===== src/logic/lble_pkg.sv =====
// Package for the ladder bit-logic evaluator: word layout, opcodes, bit map, sizes.
// Assumes one system clock and a terminal that writes program words one at a time.
// How it works
// - Program memory starts at address zero and holds at most 144 words.
// - One address holds one word; an instruction takes one to eight consecutive addresses.
// - First word carries opcode, definer and any lone bit operand.
// - Words after the first are operand words, skipped by this evaluator.
// - Program is stored exactly as entered, no compiled form.
// - Every logic block begins with a load that starts a fresh condition.
// - Load copies the operand bit; load inverted copies its inverse.
// - Series ANDs the condition with the operand bit.
// - Series inverted ANDs the condition with the inverted operand bit.
// - Parallel ORs the condition with the operand bit.
// - Parallel inverted ORs the condition with the inverted operand bit.
// - Load, series and parallel forms each take one word.
// - Entries run in address order; each result feeds the next.
// - Drive sets its operand bit equal to the condition; one word.
// - Drive inverted sets its operand bit to the inverted condition.
// - Bit addresses from 0000 are inputs, from 0100 are outputs.
// - Entry address advances automatically; the terminal may override it.
// - A scan runs to the first end marker; no end marker, no execution.
// - Mid-line load saves the condition; combine ANDs or ORs it back.
// - In programming mode the program does not run nor drive outputs.
package lble_pkg;
  localparam int unsigned PROG_WORDS = 144;
  localparam int unsigned ADDR_W     = 8;
  localparam int unsigned WORD_W     = 16;
  localparam int unsigned STACK_D    = 8;
  localparam int unsigned BIT_W      = 8;
  // First word: [15:12] opcode, [11:9] extra words, [8] definer, [7:0] bit index
  localparam int unsigned OPC_HI = 15;
  localparam int unsigned OPC_LO = 12;
  localparam int unsigned LEN_HI = 11;
  localparam int unsigned LEN_LO = 9;
  localparam int unsigned BIT_HI = 7;
  localparam int unsigned BIT_LO = 0;
  // Bit index map: 0x00.. inputs, 0x40.. outputs, rest internal work bits
  localparam logic [BIT_W-1:0] IN_BASE  = 8'h00;
  localparam logic [BIT_W-1:0] OUT_BASE = 8'h40;
  localparam logic [BIT_W-1:0] WRK_BASE = 8'h80;
  localparam int unsigned N_IN  = 16;
  localparam int unsigned N_OUT = 16;
  localparam int unsigned N_WRK = 64;
  localparam logic [3:0] OP_NOP   = 4'h0;
  localparam logic [3:0] OP_LOAD  = 4'h1;
  localparam logic [3:0] OP_LOADN = 4'h2;
  localparam logic [3:0] OP_SER   = 4'h3;
  localparam logic [3:0] OP_SERN  = 4'h4;
  localparam logic [3:0] OP_PAR   = 4'h5;
  localparam logic [3:0] OP_PARN  = 4'h6;
  localparam logic [3:0] OP_DRV   = 4'h7;
  localparam logic [3:0] OP_DRVN  = 4'h8;
  localparam logic [3:0] OP_CMBS  = 4'h9;
  localparam logic [3:0] OP_CMBP  = 4'ha;
  localparam logic [3:0] OP_END   = 4'hf;
  typedef struct packed {
    logic              wr;
    logic              addr_set;
    logic [ADDR_W-1:0] addr;
    logic [WORD_W-1:0] data;
  } lble_pgm_t;
endpackage


===== src/logic/lble_eval.sv =====
// Ladder bit-logic evaluator: program store, entry port, scanner and bit image.
// Assumes inputs are asynchronous pins and the terminal port is on CLK_SYS.
`timescale 1ns/1ps
module lble_eval #(
  parameter int unsigned DEPTH = 144
) (
  input  wire logic                          CLK_SYS,
  input  wire logic                          RESET_N,
  input  wire logic                          PROG_MODE,
  input  wire lble_pkg::lble_pgm_t           PGM,
  output logic [lble_pkg::ADDR_W-1:0]        PGM_NEXT_ADDR,
  output logic                               PGM_FULL,
  input  wire logic [lble_pkg::N_IN-1:0]     IN_PINS,
  output logic [lble_pkg::N_OUT-1:0]         OUT_PINS,
  output logic                               RUNNING,
  output logic                               SCAN_DONE
);
  import lble_pkg::*;

  typedef enum {ST_IDLE, ST_CHECK, ST_EXEC} lble_st_t;

  logic [WORD_W-1:0] mem_q [DEPTH];
  logic [ADDR_W-1:0] wa_q, wa_d;
  logic [ADDR_W-1:0] pc_q, pc_d;
  lble_st_t          st_q, st_d;
  logic              cond_q, cond_d;
  logic [STACK_D-1:0] stk_q, stk_d;
  logic [N_OUT-1:0]  out_q, out_d;
  logic [N_WRK-1:0]  wrk_q, wrk_d;
  logic [N_IN-1:0]   in_s1_q, in_s2_q;
  logic              pm_s1_q, pm_s2_q;
  logic              done_q, done_d;
  logic [WORD_W-1:0] word;
  logic [3:0]        opc;
  logic [BIT_W-1:0]  bidx;
  logic              obit;

  function automatic logic [ADDR_W-1:0] entry_len(input logic [WORD_W-1:0] w);
    entry_len = ADDR_W'(w[LEN_HI:LEN_LO]) + 8'h01;
  endfunction

  function automatic logic bit_read(input logic [BIT_W-1:0] b, input logic [N_IN-1:0] i,
                                    input logic [N_OUT-1:0] o, input logic [N_WRK-1:0] k);
    logic [BIT_W-1:0] r;
    r = 8'h00;
    if (b < OUT_BASE) begin
      r = b - IN_BASE;
      bit_read = (r < BIT_W'(N_IN)) ? i[r[3:0]] : 1'b0;
    end else if (b < WRK_BASE) begin
      r = b - OUT_BASE;
      bit_read = (r < BIT_W'(N_OUT)) ? o[r[3:0]] : 1'b0;
    end else begin
      r = b - WRK_BASE;
      bit_read = (r < BIT_W'(N_WRK)) ? k[r[5:0]] : 1'b0;
    end
  endfunction

  // Synchronisers for input pins and the mode switch
  always_ff @(posedge CLK_SYS or negedge RESET_N) begin
    if (!RESET_N) begin
      in_s1_q <= '0;
      in_s2_q <= '0;
      pm_s1_q <= 1'b1;
      pm_s2_q <= 1'b1;
    end else begin
      in_s1_q <= IN_PINS;
      in_s2_q <= in_s1_q;
      pm_s1_q <= PROG_MODE;
      pm_s2_q <= pm_s1_q;
    end
  end

  // Program store written verbatim, no reset on the array
  always_ff @(posedge CLK_SYS) begin
    if (PGM.wr && pm_s2_q && wa_d < ADDR_W'(DEPTH)) begin
      mem_q[wa_d] <= PGM.data;
    end
  end

  // Entry address: auto advance, optional override
  always_comb begin
    wa_d = PGM.addr_set ? PGM.addr : wa_q;
    if (!pm_s2_q) begin
      wa_d = wa_q;
    end
  end

  always_ff @(posedge CLK_SYS or negedge RESET_N) begin
    if (!RESET_N) begin
      wa_q <= '0;
    end else if (pm_s2_q && PGM.wr && wa_d < ADDR_W'(DEPTH)) begin
      wa_q <= wa_d + 8'h01;
    end else if (pm_s2_q && PGM.addr_set) begin
      wa_q <= PGM.addr;
    end
  end

  assign PGM_NEXT_ADDR = wa_q;
  assign PGM_FULL      = (wa_q >= ADDR_W'(DEPTH));

  // Current fetch word decode
  always_comb begin
    word = (pc_q < ADDR_W'(DEPTH)) ? mem_q[pc_q] : {OP_END, 12'h000};
    opc  = word[OPC_HI:OPC_LO];
    bidx = word[BIT_HI:BIT_LO];
    obit = bit_read(bidx, in_s2_q, out_q, wrk_q);
  end

  // Scanner next state
  always_comb begin
    st_d   = st_q;
    pc_d   = pc_q;
    cond_d = cond_q;
    stk_d  = stk_q;
    out_d  = out_q;
    wrk_d  = wrk_q;
    done_d = 1'b0;
    case (st_q)
      ST_IDLE: begin
        if (!pm_s2_q) begin
          st_d = ST_CHECK;
          pc_d = '0;
        end
      end
      ST_CHECK: begin // Look for an end marker before running
        if (pm_s2_q) begin
          st_d = ST_IDLE;
        end else if (opc == OP_END) begin
          st_d = ST_EXEC;
          pc_d = '0;
        end else if (pc_q + entry_len(word) >= ADDR_W'(DEPTH)) begin
          pc_d = '0;
        end else begin
          pc_d = pc_q + entry_len(word);
        end
      end
      ST_EXEC: begin
        pc_d = pc_q + entry_len(word);
        case (opc)
          OP_LOAD, OP_LOADN: begin
            stk_d  = {stk_q[STACK_D-2:0], cond_q};
            cond_d = (opc == OP_LOAD) ? obit : !obit;
          end
          OP_SER:  cond_d = cond_q & obit;
          OP_SERN: cond_d = cond_q & !obit;
          OP_PAR:  cond_d = cond_q | obit;
          OP_PARN: cond_d = cond_q | !obit;
          OP_CMBS, OP_CMBP: begin
            cond_d = (opc == OP_CMBS) ? (cond_q & stk_q[0]) : (cond_q | stk_q[0]);
            stk_d  = {1'b0, stk_q[STACK_D-1:1]};
          end
          OP_DRV, OP_DRVN: begin
            if (bidx >= OUT_BASE && bidx < OUT_BASE + BIT_W'(N_OUT)) begin
              out_d[4'(bidx - OUT_BASE)] = (opc == OP_DRV) ? cond_q : !cond_q;
            end else if (bidx >= WRK_BASE && bidx < WRK_BASE + BIT_W'(N_WRK)) begin
              wrk_d[6'(bidx - WRK_BASE)] = (opc == OP_DRV) ? cond_q : !cond_q;
            end
          end
          OP_END: begin
            pc_d   = '0;
            done_d = 1'b1;
          end
          default: ;
        endcase
        if (opc != OP_END && pc_q + entry_len(word) >= ADDR_W'(DEPTH)) begin
          pc_d = '0;
        end
        if (pm_s2_q) begin
          st_d  = ST_IDLE;
          out_d = out_q;
          wrk_d = wrk_q;
        end
      end
      default: st_d = ST_IDLE;
    endcase
  end

  // Scanner registers
  always_ff @(posedge CLK_SYS or negedge RESET_N) begin
    if (!RESET_N) begin
      st_q   <= ST_IDLE;
      pc_q   <= '0;
      cond_q <= 1'b0;
      stk_q  <= '0;
      out_q  <= '0;
      wrk_q  <= '0;
      done_q <= 1'b0;
    end else begin
      st_q   <= st_d;
      pc_q   <= pc_d;
      cond_q <= cond_d;
      stk_q  <= stk_d;
      out_q  <= out_d;
      wrk_q  <= wrk_d;
      done_q <= done_d;
    end
  end

  assign OUT_PINS  = out_q;
  assign RUNNING   = (st_q == ST_EXEC);
  assign SCAN_DONE = done_q;

  property p_mode_stop;
    @(posedge CLK_SYS) disable iff (!RESET_N) pm_s2_q |=> !RUNNING;
  endproperty
  a_mode_stop: assert property (p_mode_stop) else $error("ran in programming mode");

  property p_out_hold;
    @(posedge CLK_SYS) disable iff (!RESET_N) pm_s2_q |=> $stable(OUT_PINS);
  endproperty
  a_out_hold: assert property (p_out_hold) else $error("outputs moved in programming mode");

  property p_load;
    @(posedge CLK_SYS) disable iff (!RESET_N) (RUNNING && !pm_s2_q && opc == OP_LOAD) |=> cond_q == $past(obit);
  endproperty
  a_load: assert property (p_load) else $error("load wrong");

  property p_ser;
    @(posedge CLK_SYS) disable iff (!RESET_N)
      (RUNNING && !pm_s2_q && opc == OP_SERN) |=> cond_q == ($past(cond_q) & !$past(obit));
  endproperty
  a_ser: assert property (p_ser) else $error("series inverted wrong");

  property p_par;
    @(posedge CLK_SYS) disable iff (!RESET_N)
      (RUNNING && !pm_s2_q && opc == OP_PAR) |=> cond_q == ($past(cond_q) | $past(obit));
  endproperty
  a_par: assert property (p_par) else $error("parallel wrong");

  property p_step;
    @(posedge CLK_SYS) disable iff (!RESET_N)
      (RUNNING && opc != OP_END && pc_q + entry_len(word) < ADDR_W'(DEPTH)) |=> pc_q == $past(pc_q + entry_len(word));
  endproperty
  a_step: assert property (p_step) else $error("fetch step wrong");

  property p_end;
    @(posedge CLK_SYS) disable iff (!RESET_N) (RUNNING && opc == OP_END) |=> (pc_q == 8'h00 && SCAN_DONE);
  endproperty
  a_end: assert property (p_end) else $error("end did not restart");

  property p_drive;
    @(posedge CLK_SYS) disable iff (!RESET_N)
      (RUNNING && !pm_s2_q && opc == OP_DRVN && bidx[7:4] == OUT_BASE[7:4])
      |=> OUT_PINS[$past(bidx[3:0])] == !$past(cond_q);
  endproperty
  a_drive: assert property (p_drive) else $error("drive inverted wrong");

  property p_auto;
    @(posedge CLK_SYS) disable iff (!RESET_N)
      (pm_s2_q && PGM.wr && !PGM.addr_set && !PGM_FULL) |=> PGM_NEXT_ADDR == $past(PGM_NEXT_ADDR) + 8'h01;
  endproperty
  a_auto: assert property (p_auto) else $error("entry address not advanced");

  // Remaining bit operations against the operand bit
  property p_load_inv;
    @(posedge CLK_SYS) disable iff (!RESET_N)
      (RUNNING && !pm_s2_q && opc == OP_LOADN) |=> cond_q == !$past(obit);
  endproperty
  a_load_inv: assert property (p_load_inv) else $error("load inverted wrong");

  property p_ser_plain;
    @(posedge CLK_SYS) disable iff (!RESET_N)
      (RUNNING && !pm_s2_q && opc == OP_SER) |=> cond_q == ($past(cond_q) & $past(obit));
  endproperty
  a_ser_plain: assert property (p_ser_plain) else $error("series wrong");

  property p_par_inv;
    @(posedge CLK_SYS) disable iff (!RESET_N)
      (RUNNING && !pm_s2_q && opc == OP_PARN) |=> cond_q == ($past(cond_q) | !$past(obit));
  endproperty
  a_par_inv: assert property (p_par_inv) else $error("parallel inverted wrong");

  property p_drive_plain;
    @(posedge CLK_SYS) disable iff (!RESET_N)
      (RUNNING && !pm_s2_q && opc == OP_DRV && bidx[7:4] == OUT_BASE[7:4])
      |=> OUT_PINS[$past(bidx[3:0])] == $past(cond_q);
  endproperty
  a_drive_plain: assert property (p_drive_plain) else $error("drive wrong");

  // Saving a block condition and combining it back
  property p_push;
    @(posedge CLK_SYS) disable iff (!RESET_N)
      (RUNNING && !pm_s2_q && (opc == OP_LOAD || opc == OP_LOADN)) |=> stk_q[0] == $past(cond_q);
  endproperty
  a_push: assert property (p_push) else $error("condition not saved");

  property p_cmb_ser;
    @(posedge CLK_SYS) disable iff (!RESET_N)
      (RUNNING && !pm_s2_q && opc == OP_CMBS) |=> cond_q == ($past(cond_q) & $past(stk_q[0]));
  endproperty
  a_cmb_ser: assert property (p_cmb_ser) else $error("block series combine wrong");

  property p_cmb_par;
    @(posedge CLK_SYS) disable iff (!RESET_N)
      (RUNNING && !pm_s2_q && opc == OP_CMBP) |=> cond_q == ($past(cond_q) | $past(stk_q[0]));
  endproperty
  a_cmb_par: assert property (p_cmb_par) else $error("block parallel combine wrong");

  // Scan start: search for an end marker first, then run from address zero
  property p_start;
    @(posedge CLK_SYS) disable iff (!RESET_N)
      (st_q == ST_IDLE && !pm_s2_q) |=> (st_q == ST_CHECK && pc_q == 8'h00);
  endproperty
  a_start: assert property (p_start) else $error("scan did not start at zero");

  property p_check_wait;
    @(posedge CLK_SYS) disable iff (!RESET_N)
      (st_q == ST_CHECK && opc != OP_END) |=> !RUNNING;
  endproperty
  a_check_wait: assert property (p_check_wait) else $error("ran before an end marker");

  property p_check_go;
    @(posedge CLK_SYS) disable iff (!RESET_N)
      (st_q == ST_CHECK && !pm_s2_q && opc == OP_END) |=> (RUNNING && pc_q == 8'h00);
  endproperty
  a_check_go: assert property (p_check_go) else $error("end marker found but no run");

  property p_wrap;
    @(posedge CLK_SYS) disable iff (!RESET_N)
      ((RUNNING || st_q == ST_CHECK) && !pm_s2_q && opc != OP_END && pc_q + entry_len(word) >= ADDR_W'(DEPTH))
      |=> pc_q == 8'h00;
  endproperty
  a_wrap: assert property (p_wrap) else $error("fetch ran past the top");

  // Entry port: override, lock while running, verbatim storage
  property p_addr_set;
    @(posedge CLK_SYS) disable iff (!RESET_N)
      (pm_s2_q && PGM.addr_set && !PGM.wr) |=> PGM_NEXT_ADDR == $past(PGM.addr);
  endproperty
  a_addr_set: assert property (p_addr_set) else $error("entry address not moved");

  property p_run_lock;
    @(posedge CLK_SYS) disable iff (!RESET_N)
      !pm_s2_q |=> $stable(PGM_NEXT_ADDR);
  endproperty
  a_run_lock: assert property (p_run_lock) else $error("entry accepted while running");

  property p_store;
    @(posedge CLK_SYS) disable iff (!RESET_N)
      (pm_s2_q && PGM.wr && !PGM.addr_set && !PGM_FULL) |=> mem_q[$past(PGM_NEXT_ADDR)] == $past(PGM.data);
  endproperty
  a_store: assert property (p_store) else $error("word not stored as entered");

  c_scan: cover property (@(posedge CLK_SYS) disable iff (!RESET_N) SCAN_DONE);
  c_cmb:  cover property (@(posedge CLK_SYS) disable iff (!RESET_N) RUNNING && opc == OP_CMBS);
  c_drv:  cover property (@(posedge CLK_SYS) disable iff (!RESET_N) RUNNING && opc == OP_DRV);
  c_wrap: cover property (@(posedge CLK_SYS) disable iff (!RESET_N)
    st_q == ST_CHECK && pc_q + entry_len(word) >= ADDR_W'(DEPTH));
  c_stop: cover property (@(posedge CLK_SYS) disable iff (!RESET_N) RUNNING && pm_s2_q);
endmodule


===== config.mk =====
export PLATFORM = sky130hd
export DESIGN_NAME = lble_eval
export DESIGN_NICKNAME = d
export VERILOG_FILES = /design/src/logic/lble_pkg.sv /design/src/logic/lble_eval.sv
export SDC_FILE = /design/constraint.sdc
export NUM_CORES = 2
export LEC_CHECK = 0
export ABC_AREA = 1
export ABC_CLOCK_PERIOD_IN_PS = 5150
export BUFFER_PORTS_ARGS = -buffer_cell sky130_fd_sc_hd__buf_2
export CAP_MARGIN = 30
export CORE_MARGIN = 2
export CORE_UTILIZATION = 55
export CTS_BUF_LIST = sky130_fd_sc_hd__clkbuf_8
export DETAILED_ROUTE_END_ITERATION = 16
export PLACE_DENSITY = 0.71
export SYNTH_ARGS = -nofsm -noshare
export SYNTH_HDL_FRONTEND = slang
export SYNTH_SLANG_ARGS = --single-unit

===== constraint.sdc =====
create_clock -name CLK_SYS -period 5.15 [get_ports CLK_SYS]
set_input_delay 0.515 -clock CLK_SYS [delete_from_list [all_inputs] [get_ports CLK_SYS]]
set_output_delay 0.515 -clock CLK_SYS [all_outputs]
set_load 0.02 [all_outputs]

==> impl_summary.md <==
Yosys
The total of warnings raised by yosys is 0. For this run, asynchronously set or reset flops after synthesis account for 6.17%. The synthesized design contains 2160 enable-type register cells.

In this run, distinct cell masters in the synthesized netlist total 54. The top cell type by area accounts for 69.5% of the synthesized area. The share of synthesized area occupied by flip-flops and latches is 73.3%.

The biggest area contributor in the post-synthesis netlist is edfxtp_1. In this run the cell area of the synthesized design comes to 93400 um2. The average cell area after synthesis is 12.6 um2. The predominant post-synthesis flop cell is edfxtp_1.

The cell count after synthesis is 7425. Sorting the synthesized cells by area gives the leading types as edfxtp_1 (69%), o21ai_0 (5.7%), nor2_1 (5.4%). The net count after synthesis is 7481.

In this run, synthesis produced a sequential element count of 2302.

Setup path
The cell type of the slowest stage on the worst timing path is dfrtp_4. The cell family contributing the most delay on the critical path is compound AO/OA/AOI/OAI gates. The setup slack of the worst register-to-register path is 220 ps. In this run the number of cells on the critical path is 22.

STA classifies the critical path startpoint as a register. The worst flop-to-flop path endpoint is wrk_q[17]. STA classifies the critical path endpoint as a register. The biggest fanout along the worst timing path is 30. STA puts the critical path data arrival time at 5810 ps. By instance count, the cell type seen most on the critical path is nand2_1. Traced cell by cell, the critical path runs through inv_16 -> buf_12 -> buf_12 -> buf_4 -> nor2_1 -> o22ai_1 -> nor2_1 -> o22ai_1 -> nand2_1 -> a21oi_1 -> o311ai_1 -> nand2_2 -> nand2_1 -> inv_2 -> nand2_2 -> o21ai_2 -> nand2_2 -> inv_2 -> nand2_1 -> nor2_1 -> nand2_1 -> o21a_1. Counting cells, the worst reg-to-reg path comes to 22.

The maximum cell stage delay along the critical path is 610 ps. The critical path contains buffers and inverters numbering 6 combined. The setup path with the least slack is of type reg2reg. The startpoint identified for the worst register-to-register timing path is pc_q[0]. The required time reported for the critical path endpoint is 6030 ps.

Finish
The post-route netlist has 11.8% of its cells at a drive strength greater than 1. The net count of the finished layout is 7828. The final-layout fill cell count is 12500. The area overhead of the layout relative to synthesis is 11.9%. The final non-filler cell area is 105000 um2. The core occupancy in the finished layout is 61.8%.

Clocking
The total clock buffers created by CTS is 376. The number of buffers on the longest clock path is 4. The TritonCTS clock tree is yes. CTS placed an instance of clkbuf_8 at the clock tree root. The clock drives 2302 sinks. The clock slew at the register clock pins of the worst setup and hold paths is 60 ps. The H-tree was split into 5 levels. At the later pin of the worst-skew pair, clock insertion delay measures 1060 ps.

Die
The die area is 173000 um2. The starting utilization of the core area is 55.2%. From bottom edge to top edge, the die measures 416 um.

The floorplan step set the die width to 416 um. The core region is 169000 um2. The initialized floorplan defines 151 standard-cell rows.

In this run the count of I/O pins placed on the die edge is 72.

Pwr
The clock share of power is 29.0%. The switching power is 17.3 mW. The part of the total power dissipated in combinational logic is 28.7%.

The switching portion of total power is 35.3%. The cell-internal power is 31.7 mW. IR analysis of the VDD net gives a maximum drop of 0.323 mV.

In this run the power density over the cells is 469 nW/um2. The static leakage is 36.5 nW. Sequential cells burn 42.2% of the power.

Detailed routing
For this run, the detailed router's first-pass iteration total came to 6. In this run, the number of DRC markers left after iteration 0 of detailed routing was 9263. The count of nets left with antenna violations once routing finished came out at 0. The total wire length is 259 mm. The detail-routed net length per standard cell is 25.2 um. For this run, design rule violations remaining after detail routing come to 0.

Detailed routing inserted a total of 63700 vias. The detail-routed via count per cell is 6.20.

Timing
The maximum clock skew at final layout is 77.5 ps. The max-slew violation total from the final report is 0. The transition time at the pin with the least slew margin is 1070 ps. After layout, the minimum clock period comes to 4930 ps. For the final routed database, the setup TNS stands at 0 ps. Setup violations remaining at the end of the flow were counted as 0. After layout, the worst path uses 95.7% of the clock period.

Setup repair after global routing could not meet its margin everywhere. The worst max-slew margin expressed relative to the limit is 28.4%. The highest achievable clock rate is 203 MHz. The final-report hold violation count is 0.

Global route
For this run, the total global-route usage over all layers was measured as 29.5%. The first global-routing pass estimated 382 mm of wire. For this run the aggregate overflow at the end of global routing stands at 0.

Entering global routing, the biggest net connects 110 pins. The number of global-route vias before repair was 60000. The number of antenna violations at the first check in global routing is 7.

Run
The count of maximum capacitance violations is 0.

Worst hold path
The tightest min-delay check is of the in2reg type. The startpoint identified for the worst hold timing path is PGM[23]. The path with the worst hold slack has its endpoint at PGM_NEXT_ADDR[7]. The hold-critical path depth is 5.

Outcome
The flow ran to the end, and the final reports show no timing, DRC or antenna violations.

Placed design
The post-DP HPWL is 152 mm. The congestion estimate from routability-driven global placement came to 0.950. The total placed instance area is 97500 um2. Port buffering added 70 buffers.
-- worst max-delay path by stage --
stage	from	to	slack (ps)
2_1_floorplan	pc_q[1]	pc_q[0]	700
3_3_place_gp	pc_q[0]	pc_q[4]	90
3_5_place_dp	pc_q[0]	pc_q[1]	-20
4_1_cts	pc_q[0]	pc_q[5]	40
5_1_grt	pc_q[0]	pc_q[1]	-10
6_report	pc_q[0]	wrk_q[17]	220
-- power groups by stage --
| stage | clock network (mW) | logic [mW] | registers [mW] |
|---|---|---|---|
| floorplan | 0 | 8.46 | 21.0 |
| CTS | 14.4 | 13.6 | 20.7 |
| detailed placement | 0 | 13.6 | 21.1 |
| finish | 14.2 | 14.1 | 20.7 |
| global placement | 0 | 13.3 | 21.1 |
| global route | 15.2 | 15.1 | 20.7 |
-- sequential cells by signal, summed over array words and instances (netlist names) --
name	cells
pm_s1_q	1
SCAN_DONE	1
in_s1_q	16
pm_s2_q	1
pc_q	8
in_s2_q	16
OUT_PINS	16
cond_q	1
stk_q	8
mem_q	2160
st_q	2
PGM_NEXT_ADDR	8
wrk_q	64
-- tightest hold or removal path, delay by kind of cell --
family          cells  cell delay, ps
compound gates      2             310
buf+inv             2             180
simple gates        1              50
-- synth_stat cells (all sizes together) (3+ instances only) --
| cell | count |
|---|---|
| edfxtp | 2160 |
| nor2 | 1367 |
| o21ai | 1104 |
| nand2 | 739 |
| nand3 | 375 |
| buf | 309 |
| o22ai | 266 |
| o221ai | 218 |
| inv | 216 |
| clkbuf | 194 |
| dfrtp | 140 |
| o211ai | 96 |
| a21oi | 55 |
| mux2i | 45 |
| nand3b | 28 |
| o21a | 27 |
| nor3 | 20 |
| xor2 | 11 |
| ha | 10 |
| o31ai | 10 |
| a31oi | 6 |
| clkinv | 5 |
| o311ai | 3 |
| o32ai | 3 |
| or2 | 3 |
-- per-stage QoR --
stage	hold WS, ps	instances	total power [mW]	setup WS, ps
floorplan	219	7425	29.5	696
global placement	332	9573	34.4	91.8
detailed placement	338	9579	34.7	-21.8
CTS	24.7	10300	48.7	41.9
global route	78.3	10300	51.0	-13.4
finish	103	10300	49.0	222
-- cell type report --
type	instances	area (um2)	share of cell area [%]
inverter	221	878	0.840
tap	2218	2780	2.65
antenna	10	25.0	0.0239
timing repair inverter	1	5.00	0.00479
sequential	2302	68400	65.5
clock buffer	389	5350	5.12
clock inverter	258	1200	1.15
multi-input combinational	4399	21600	20.6
timing repair buffer	471	4310	4.12
-- cells by family (layout without fill, tap and decap cells) --
logic type	after synthesis	in the layout	synth area share (%)
DFF	2302	2302	73.3
AOI/OAI and AO/OA	1798	1798	11.3
xor gates and xnor gates	11	11	0.111
muxes	45	45	0.482
other	0	10	0
buffers and inverters	724	1340	3.70
and+or+nand+nor	2534	2534	11.0
adders and majority gates	11	11	0.155
-- cell usage in the layout (no fill, tap or decap), types with 11 or more instances in the layout --
master / n
buf_2: 54
clkinv_1: 101
o22ai_1: 265
nor2_1: 1352
clkinv_2: 33
o21a_1: 27
o21ai_0: 1052
nand3_1: 373
nand2_2: 11
dlygate4sd3_1: 29
mux2i_1: 45
buf_4: 323
edfxtp_1: 2160
buf_12: 48
nor2_2: 14
o221ai_1: 218
inv_1: 315
o211ai_1: 96
nand3b_1: 28
nand2_1: 723
a21oi_1: 54
dfrtp_1: 136
nor3_1: 14
o21ai_1: 51
clkbuf_8: 389
-- per-layer routing --
metal | global-route usage [%] | wire [um]
met5 | 0 | 14
met3 | 6.27 | 29500
met2 | 44.1 | 117000
met4 | 13.6 | 11700
met1 | 41.7 | 100000
-- what timing repair did --
item                                    in CTS  in global routing
gates cloned                                 0                  3
hold buffers                                28                  1
resized for setup                            1                 21
buffers inserted                             0                  0
endpoints found under the setup margin       7                 19
endpoints found under the hold margin      389                 34
pin swaps                                    0                  1
Power figures use the tool's default switching activity.
